`config.mk`:
```
export PLATFORM = sky130hd
export DESIGN_NAME = cce_exec
export DESIGN_NICKNAME = d
export VERILOG_FILES = /design/src/common/cce_pkg.sv /design/src/core/cce_dec_adj.sv /design/src/core/cce_exec.sv
export SDC_FILE = /design/constraint.sdc
export NUM_CORES = 1
export LEC_CHECK = 0
export ABC_AREA = 1
export CAP_MARGIN = 20
export CORE_MARGIN = 2
export CORE_UTILIZATION = 35
export CTS_BUF_LIST = sky130_fd_sc_hd__clkbuf_4 sky130_fd_sc_hd__clkbuf_8 sky130_fd_sc_hd__clkbuf_16
export DETAILED_ROUTE_END_ITERATION = 10
export DONT_BUFFER_PORTS = 1
export PLACE_DENSITY = 0.51
export SYNTH_ARGS = -nofsm -noshare
export SYNTH_HDL_FRONTEND = slang
export SYNTH_SLANG_ARGS = --single-unit
```
`constraint.sdc`:
```
create_clock -name core_clk -period 3.78 [get_ports core_clk]
set_clock_uncertainty 0.1 [all_clocks]
set_input_delay 0.945 -clock core_clk [delete_from_list [all_inputs] [get_ports core_clk]]
set_output_delay 0.945 -clock core_clk [all_outputs]
set_load 0.02 [all_outputs]
```
`src/common/cce_pkg.sv`:
```
// shared types and constants for the compare/clear/complement/adjust/decrement unit
package cce_pkg;

    // ------------------------------------------------------------
    // opcode encodings
    // ------------------------------------------------------------
    localparam logic [3:0] CMPBR_HI = 4'hB;
    localparam logic [3:0] DECR_HI = 4'h1;
    localparam logic [3:0] LO_ACC_IMM = 4'h4;
    localparam logic [3:0] LO_DIRECT = 4'h5;
    localparam logic [2:0] LO_INDIRECT = 3'h3;
    localparam logic [7:0] OP_ZERO_ACC = 8'hE4;
    localparam logic [7:0] OP_INV_ACC = 8'hF4;
    localparam logic [7:0] OP_ADJ_ACC = 8'hD4;
    localparam logic [7:0] OP_ZERO_BIT = 8'hC2;
    localparam logic [7:0] OP_ZERO_CARRY = 8'hC3;
    localparam logic [7:0] OP_INV_BIT = 8'hB2;
    localparam logic [7:0] OP_INV_CARRY = 8'hB3;

    // ------------------------------------------------------------
    // lengths, cycle counts and arithmetic constants
    // ------------------------------------------------------------
    localparam logic [15:0] LEN_ONE = 16'h0001;
    localparam logic [15:0] LEN_TWO = 16'h0002;
    localparam logic [15:0] LEN_CMPBR = 16'h0003;
    localparam int STATES_PER_CYCLE = 6;
    localparam int CMPBR_CYCLES = 2;
    localparam logic [7:0] BYTE_ONE = 8'h01;
    localparam logic [7:0] BYTE_ZERO = 8'h00;
    localparam logic [3:0] BCD_MAX = 4'h9;
    localparam logic [8:0] BCD_LO_FIX = 9'h006;
    localparam logic [8:0] BCD_HI_FIX = 9'h060;

    // ------------------------------------------------------------
    // types
    // ------------------------------------------------------------
    typedef enum logic [2:0] {
        DST_NONE,
        DST_ACC,
        DST_DIRECT,
        DST_INDIRECT,
        DST_REG,
        DST_BIT
    } cce_dst_t;

    typedef struct packed {
        logic [7:0] opcode;
        logic [7:0] byte2;
        logic [7:0] byte3;
        logic [15:0] pc;
    } cce_issue_t;

    typedef struct packed {
        logic wr_en;
        cce_dst_t wr_dst;
        logic [7:0] wr_addr;
        logic [7:0] wr_data;
        logic illegal;
    } cce_result_t;

endpackage : cce_pkg

```
`src/core/cce_dec_adj.sv`:
```
// decimal adjust of the accumulator after a packed-bcd addition
`timescale 1ns/1ps
module cce_dec_adj
    import cce_pkg::*;
(
    // operands
    input wire logic [7:0] acc,
    input wire logic aux_carry_flag,
    input wire logic carry_flag,
    // result
    output logic [7:0] result,
    output logic carry_out
);
    logic lo_fix;
    logic [8:0] step1;
    logic carry1;
    logic hi_fix;
    logic [8:0] step2;

    assign lo_fix = (acc[3:0] > BCD_MAX) || aux_carry_flag;
    assign step1 = {1'b0, acc} + (lo_fix ? BCD_LO_FIX : 9'h000);
    // carry may only be set by either step, never cleared
    assign carry1 = carry_flag | step1[8];
    assign hi_fix = (step1[7:4] > BCD_MAX) || carry1;
    assign step2 = {1'b0, step1[7:0]} + (hi_fix ? BCD_HI_FIX : 9'h000);
    assign result = step2[7:0];
    assign carry_out = carry1 | step2[8];
endmodule : cce_dec_adj

```
`src/core/cce_exec.sv`:
```
// execution unit for compare-branch, clear, complement, decimal adjust and decrement
// Function
// - branch adds displacement after pc plus three when unequal
// - carry set when first below second, else cleared
// - four compare operand pairings supported
// - compare opcodes 1011 01xx and 1011 1xxx, three bytes, two cycles
// - clear accumulator in one cycle, flags kept
// - clear carry or addressable bit in one cycle
// - invert accumulator in one cycle, flags kept
// - invert carry or bit; carry only if operand
// - port read-modify-write uses output latch value
// - low nibble adjust adds six, only sets carry
// - high nibble adjust adds six, overflow untouched
// - whole decimal adjust in one cycle
// - decrement wraps, leaves all flags alone
// - decrement on accumulator, direct, indirect, register
`timescale 1ns/1ps
module cce_exec
    import cce_pkg::*;
(
    // clock and reset
    input wire logic core_clk,
    input wire logic nrst,
    // instruction issue
    input wire logic issue_valid,
    input wire cce_issue_t issue,
    // operand values
    input wire logic [7:0] acc_in,
    input wire logic carry_in,
    input wire logic aux_carry_in,
    input wire logic [7:0] opnd_pin,
    input wire logic [7:0] opnd_latch,
    input wire logic opnd_is_port,
    // completion
    output logic ready_r,
    output logic done_r,
    output cce_result_t res_r,
    output logic [15:0] pc_next_r,
    output logic carry_r,
    output logic carry_we_r
);
    // ------------------------------------------------------------
    // decode
    // ------------------------------------------------------------
    typedef enum logic {ST_IDLE, ST_SECOND} cce_state_t;
    cce_state_t state_r;

    wire [7:0] op = issue.opcode;
    wire [3:0] hi = op[7:4];
    wire [3:0] lo = op[3:0];
    wire form_acc = (lo == LO_ACC_IMM);
    wire form_dir = (lo == LO_DIRECT);
    wire form_ind = (lo[3:1] == LO_INDIRECT);
    wire form_reg = lo[3];
    wire form_ok = form_acc | form_dir | form_ind | form_reg;
    wire is_cmpbr = (hi == CMPBR_HI) && form_ok;
    wire is_decr = (hi == DECR_HI) && form_ok;
    wire is_clra = (op == OP_ZERO_ACC);
    wire is_cpla = (op == OP_INV_ACC);
    wire is_adj = (op == OP_ADJ_ACC);
    wire is_clrb = (op == OP_ZERO_BIT);
    wire is_clrc = (op == OP_ZERO_CARRY);
    wire is_cplb = (op == OP_INV_BIT);
    wire is_cplc = (op == OP_INV_CARRY);
    wire known = is_cmpbr | is_decr | is_clra | is_cpla | is_adj | is_clrb | is_clrc | is_cplb
        | is_cplc;
    wire take = issue_valid && ready_r && (state_r == ST_IDLE);

    // ------------------------------------------------------------
    // compare and branch
    // ------------------------------------------------------------
    // first operand: accumulator, or the indirect/register byte fetched outside
    wire [7:0] cj_a = (form_acc | form_dir) ? acc_in : opnd_pin;
    // compare reads pins, not the latch: it does not write the operand back
    wire [7:0] cj_b = form_dir ? opnd_pin : issue.byte2;
    wire cj_ne = (cj_a != cj_b);
    wire cj_lt = (cj_a < cj_b);
    wire [15:0] pc_after = issue.pc + LEN_CMPBR;
    wire [15:0] rel_ext = {{8{issue.byte3[7]}}, issue.byte3};
    wire [15:0] cj_target = cj_ne ? (pc_after + rel_ext) : pc_after;

    // ------------------------------------------------------------
    // decrement and bit operand sources
    // ------------------------------------------------------------
    // read-modify-write of a port must start from the output latch
    wire [7:0] mem_src = opnd_is_port ? opnd_latch : opnd_pin;
    wire [7:0] dec_src = form_acc ? acc_in : mem_src;
    wire [7:0] dec_val = dec_src - BYTE_ONE;
    wire [7:0] ptr_addr = {7'h00, op[0]};
    wire [7:0] reg_addr = {5'h00, op[2:0]};
    wire [7:0] bit_inv = {7'h00, ~mem_src[0]};

    // ------------------------------------------------------------
    // decimal adjust
    // ------------------------------------------------------------
    wire [7:0] da_val;
    wire da_carry;

    cce_dec_adj u_dec_adj (
        .acc(acc_in),
        .aux_carry_flag(aux_carry_in),
        .carry_flag(carry_in),
        .result(da_val),
        .carry_out(da_carry)
    );

    // ------------------------------------------------------------
    // result selection
    // ------------------------------------------------------------
    cce_result_t res_nxt;
    logic [15:0] pc_nxt;
    logic carry_nxt;
    logic carry_we_nxt;

    always_comb begin
        res_nxt = '{wr_en: 1'b0, wr_dst: DST_NONE, wr_addr: BYTE_ZERO, wr_data: BYTE_ZERO,
            illegal: ~known};
        pc_nxt = issue.pc + LEN_ONE;
        carry_nxt = carry_in;
        carry_we_nxt = 1'b0;
        if (is_cmpbr) begin
            // operands are never written back
            pc_nxt = cj_target;
            carry_nxt = cj_lt;
            carry_we_nxt = 1'b1;
        end else if (is_decr) begin
            res_nxt.wr_en = 1'b1;
            res_nxt.wr_data = dec_val;
            if (form_acc) begin
                res_nxt.wr_dst = DST_ACC;
            end else if (form_dir) begin
                res_nxt.wr_dst = DST_DIRECT;
                res_nxt.wr_addr = issue.byte2;
                pc_nxt = issue.pc + LEN_TWO;
            end else if (form_ind) begin
                res_nxt.wr_dst = DST_INDIRECT;
                res_nxt.wr_addr = ptr_addr;
            end else begin
                res_nxt.wr_dst = DST_REG;
                res_nxt.wr_addr = reg_addr;
            end
        end else if (is_clra | is_cpla | is_adj) begin
            res_nxt.wr_en = 1'b1;
            res_nxt.wr_dst = DST_ACC;
            if (is_clra) begin
                res_nxt.wr_data = BYTE_ZERO;
            end else if (is_cpla) begin
                res_nxt.wr_data = ~acc_in;
            end else begin
                res_nxt.wr_data = da_val;
                carry_nxt = da_carry;
                carry_we_nxt = 1'b1;
            end
        end else if (is_clrb | is_cplb) begin
            res_nxt.wr_en = 1'b1;
            res_nxt.wr_dst = DST_BIT;
            res_nxt.wr_addr = issue.byte2;
            res_nxt.wr_data = is_cplb ? bit_inv : BYTE_ZERO;
            pc_nxt = issue.pc + LEN_TWO;
        end else if (is_clrc | is_cplc) begin
            carry_nxt = is_cplc ? ~carry_in : 1'b0;
            carry_we_nxt = 1'b1;
        end
    end

    // ------------------------------------------------------------
    // sequencing
    // ------------------------------------------------------------
    // compare-branch holds ready low for its second machine cycle
    always_ff @(posedge core_clk) begin
        if (!nrst) begin
            state_r <= ST_IDLE;
            ready_r <= 1'b0;
            done_r <= 1'b0;
        end else begin
            case (state_r)
                ST_IDLE: begin
                    ready_r <= ~(take & is_cmpbr);
                    done_r <= take & ~is_cmpbr;
                    if (take && is_cmpbr) begin
                        state_r <= ST_SECOND;
                    end
                end
                ST_SECOND: begin
                    state_r <= ST_IDLE;
                    ready_r <= 1'b1;
                    done_r <= 1'b1;
                end
                default: begin
                    state_r <= ST_IDLE;
                    ready_r <= 1'b1;
                    done_r <= 1'b0;
                end
            endcase
        end
    end

    always_ff @(posedge core_clk) begin
        if (!nrst) begin
            res_r <= '0;
            pc_next_r <= 16'h0000;
            carry_r <= 1'b0;
            carry_we_r <= 1'b0;
        end else if (take) begin
            res_r <= res_nxt;
            pc_next_r <= pc_nxt;
            carry_r <= carry_nxt;
            carry_we_r <= carry_we_nxt;
        end
    end
endmodule : cce_exec

```
==> results.toml <==
[synth]
syn_nets = 985
synth_area_mm2 = 0.00508
netlist.area_leader.share_pct = 20.8
ys_warn_count = 0
postSynthCellCount = 880
yosys.cell_types.count = 51
yosysSeqAreaShare_pct = 16.5
avgSynthCellArea_um2 = 5.78
ys_ff_latch = 42
yosys.area.top_type = "nand2_1"
ys_top_cells_by_area = "nand2_1, dfxtp_1, inv_1"

[drt]
firstDrtPassIters = 5
route.vias.total = 5479
drc = 0
ant_nets = 0
wl_per_cell_um = 16.4
viasPerCell = 5.15
routed_wl_mm = 17.5
drt_iter0_drc = 316

[sta]
finalCriticalPeriod_ps = 3500
rsz0062_at_grt = "false"
setup_slack_ps = 279
worstMarginPinSlew_ps = 569
period_share_pct = 92.6
hold_viol = 0
finalSetupViolCount = 0
relSlewSlack_pct = 61.8
fmaxAchievable_mhz = 286
hold_ws_ps = 414
slew_violations = 0

[setup_path]
crit-reg2reg-launch = "ready_r$_SDFF_PN0_"
arrival_ps = 3640
worstSetupEndpointType = "register"
r2r_end = "res_r[18]$_SDFFE_PN0P_"
crit_start = "acc_in[1]"
crit_path_start_kind = "primary input"
crit_fanout = 3
path_class = "in2reg"
endpoint = "res_r[7]$_SDFFE_PN0P_"
reg2regPathDepth = 7
r2r_slack_ps = 1550
required_ps = 3920

[power_and_ir_drop]
ir_drop_v = 0.000179
combPwrFrac_pct = 32.5
power_density_mw_per_mm2 = 257
p_sw_share_pct = 38.1
seqPwrFrac_pct = 34.5
internal_power_mw = 0.868
p_leak_nw = 2.65
p_clk_share_pct = 33.0
switchingPower_mw = 0.535

[global_route]
grt_pass1_wl_mm = 27.8
antenna_found_initial = 0
grt_usage_pct = 22.4
grt_overflow = 0
grt_max_degree = 39
first_global_vias = 5198

[status]
outcome = "finished, final reports clean"

[clocking]
cts_hold_buf = 0
cts_made_buffers = 5
cts_setup_buffers = 0
cts.path.max_buffers = 2
cts_resized = 0
clockRootBuffer = "clkbuf_16"
cts_sinks = 42
cts.clk_slew.worst_paths_ps = 70
insertion_delay_ps = 300
cts_tree = "yes"
htree_levels = 2

[floorplanning]
die_height_um = 125
initial_core_util_pct = 35.4
core_mm2 = 0.0144
die_w_um = 125
io_pins = 111
rows = 44
dieArea_mm2 = 0.0155

[final_layout]
synthToLayoutAreaGrowth_pct = 7.53
fin_nets = 984
drive_gt1_share_pct = 6.93
antenna-diode-count = 0
fill_cells = 1675

[placement]
place_hpwl_mm = 14.3
pre_cts_slack_ps = -25.7
port_buffers = 0
gp_congestion = 0.925

[flow_run]
drv_cap = 0

[min_path]
hold_path.class = "reg2reg"
hold_depth = 2
## layer usage
layer | share of wire (%) | vias up | GRT usage, %
li1 | - | 2854 | -
met1 | 43 | 2441 | 27.3
met2 | 49 | 159 | 39.5
met3 | 6.0 | 25 | 5.03
met4 | 2.4 | 0 | 6.21
met5 | 0 | - | 0
## worst min-delay path by stage
stage | startpoint | endpoint | slack [ps]
floorplan | state_r$_SDFF_PP0_ | done_r$_SDFF_PN0_ | 340
global placement | state_r$_SDFF_PP0_ | done_r$_SDFF_PN0_ | 400
detailed placement | state_r$_SDFF_PP0_ | done_r$_SDFF_PN0_ | 400
CTS | state_r$_SDFF_PP0_ | done_r$_SDFF_PN0_ | 410
global route | state_r$_SDFF_PP0_ | done_r$_SDFF_PN0_ | 440
finish | state_r$_SDFF_PP0_ | done_r$_SDFF_PN0_ | 410
## power by group through the flow
stage | clock (mW) | sequential (mW) | combinational [mW]
final | 0.463 | 0.484 | 0.456
after global routing | 0.488 | 0.485 | 0.531
after CTS | 0.472 | 0.484 | 0.459
after detailed placement | 0 | 0.494 | 0.457
after global placement | 0 | 0.495 | 0.459
after floorplan | 0 | 0.490 | 0.357
## cell type report
cell class / count / area (um2) / area share, %
clock buffers: 5 / 125 / 2.29
repair buffers: 14 / 118 / 2.15
well taps: 184 / 230 / 4.21
flip-flops and latches: 42 / 841 / 15.4
multi-input cells: 697 / 3680 / 67.3
inverters: 119 / 452 / 8.26
clock inverters: 3 / 23.8 / 0.435
## sequential cells by signal, indices dropped and copies added (netlist names)
name	cells
state_r	1
res_r	21
done_r	1
carry_r	1
carry_we_r	1
pc_next_r	16
ready_r	1
## critical path, stage by stage
cell	delay [ps]
inv_1	30
a21oi_1	140
nor2_1	70
inv_1	70
ha_1	170
inv_1	50
fa_1	370
nor2_1	180
nand2_1	90
xnor2_1	150
o21ai_0	160
nand3b_1	110
ha_1	230
fa_1	480
o21ai_0	80
o21ai_1	130
nand2_1	70
a21oi_1	110
## cell usage after synthesis, drive strengths merged
| library cell | count |
|---|---|
| a32oi | 1 |
| buf | 9 |
| fa | 3 |
| inv | 118 |
| xnor2 | 7 |
| nor4 | 1 |
| o21ai | 64 |
| o31ai | 1 |
| clkbuf | 13 |
| a21boi | 2 |
| nor2 | 82 |
| a21o | 2 |
| or2 | 1 |
| a22oi | 3 |
| dfxtp | 42 |
| mux2i | 3 |
| ha | 32 |
| clkinv | 1 |
| o211ai | 6 |
| o22ai | 1 |
| or3 | 1 |
| a21oi | 62 |
| nand3b | 3 |
| o21bai | 2 |
| nand2 | 292 |
| xor2 | 19 |
| a211oi | 1 |
| nand4 | 14 |
| a31oi | 4 |
| nand3 | 79 |
| and2 | 2 |
| o2111ai | 1 |
| nor3 | 6 |
| o221ai | 1 |
| o21a | 1 |
## cell usage in the layout, fill, tap and decap left out, types with 3 or more instances in the layout
cell | synthesis | layout
nor2_1 | 70 | 70
inv_1 | 110 | 110
o211ai_1 | 6 | 6
a31oi_1 | 4 | 4
nor2_4 | 4 | 4
a21oi_1 | 59 | 59
ha_1 | 32 | 32
a21oi_2 | 3 | 3
o21ai_0 | 56 | 56
nand2_2 | 8 | 8
nor3_1 | 5 | 5
nand4_1 | 13 | 13
nor2_2 | 6 | 6
xnor2_1 | 7 | 7
a22oi_1 | 3 | 3
mux2i_1 | 3 | 3
clkbuf_16 | 0 | 5
xor2_1 | 19 | 19
inv_2 | 7 | 7
nand3_1 | 77 | 76
o21ai_1 | 8 | 8
fa_1 | 3 | 3
dfxtp_1 | 42 | 42
buf_4 | 2 | 13
nand2_1 | 282 | 282
nand3b_1 | 3 | 3
## through the flow
stage	std cells	TNS [ps]	instance area (um2)	power [mW]	util (%)
global placement	1056	0	5320	0.954	37.0
CTS	1064	0	5470	1.42	38.0
global route	1064	0	5470	1.50	38.0
finish	1064	0	5470	1.40	38.0
floorplan	880	0	5080	0.846	-
detailed placement	1056	-25.7	5320	0.951	37.0
## cells by family after synthesis
kind of cell	Yosys count	share of synthesized area, %
buffers and inverters	141	11.2
XOR/XNOR	26	4.48
AND/OR/NAND/NOR	481	41.7
AO/OA/AOI/OAI	152	16.4
flip-flops	42	16.5
adder cells (fa/ha/maj)	35	9.06
multiplexers	3	0.591
Note: power is estimated with default switching activity, not from simulation.
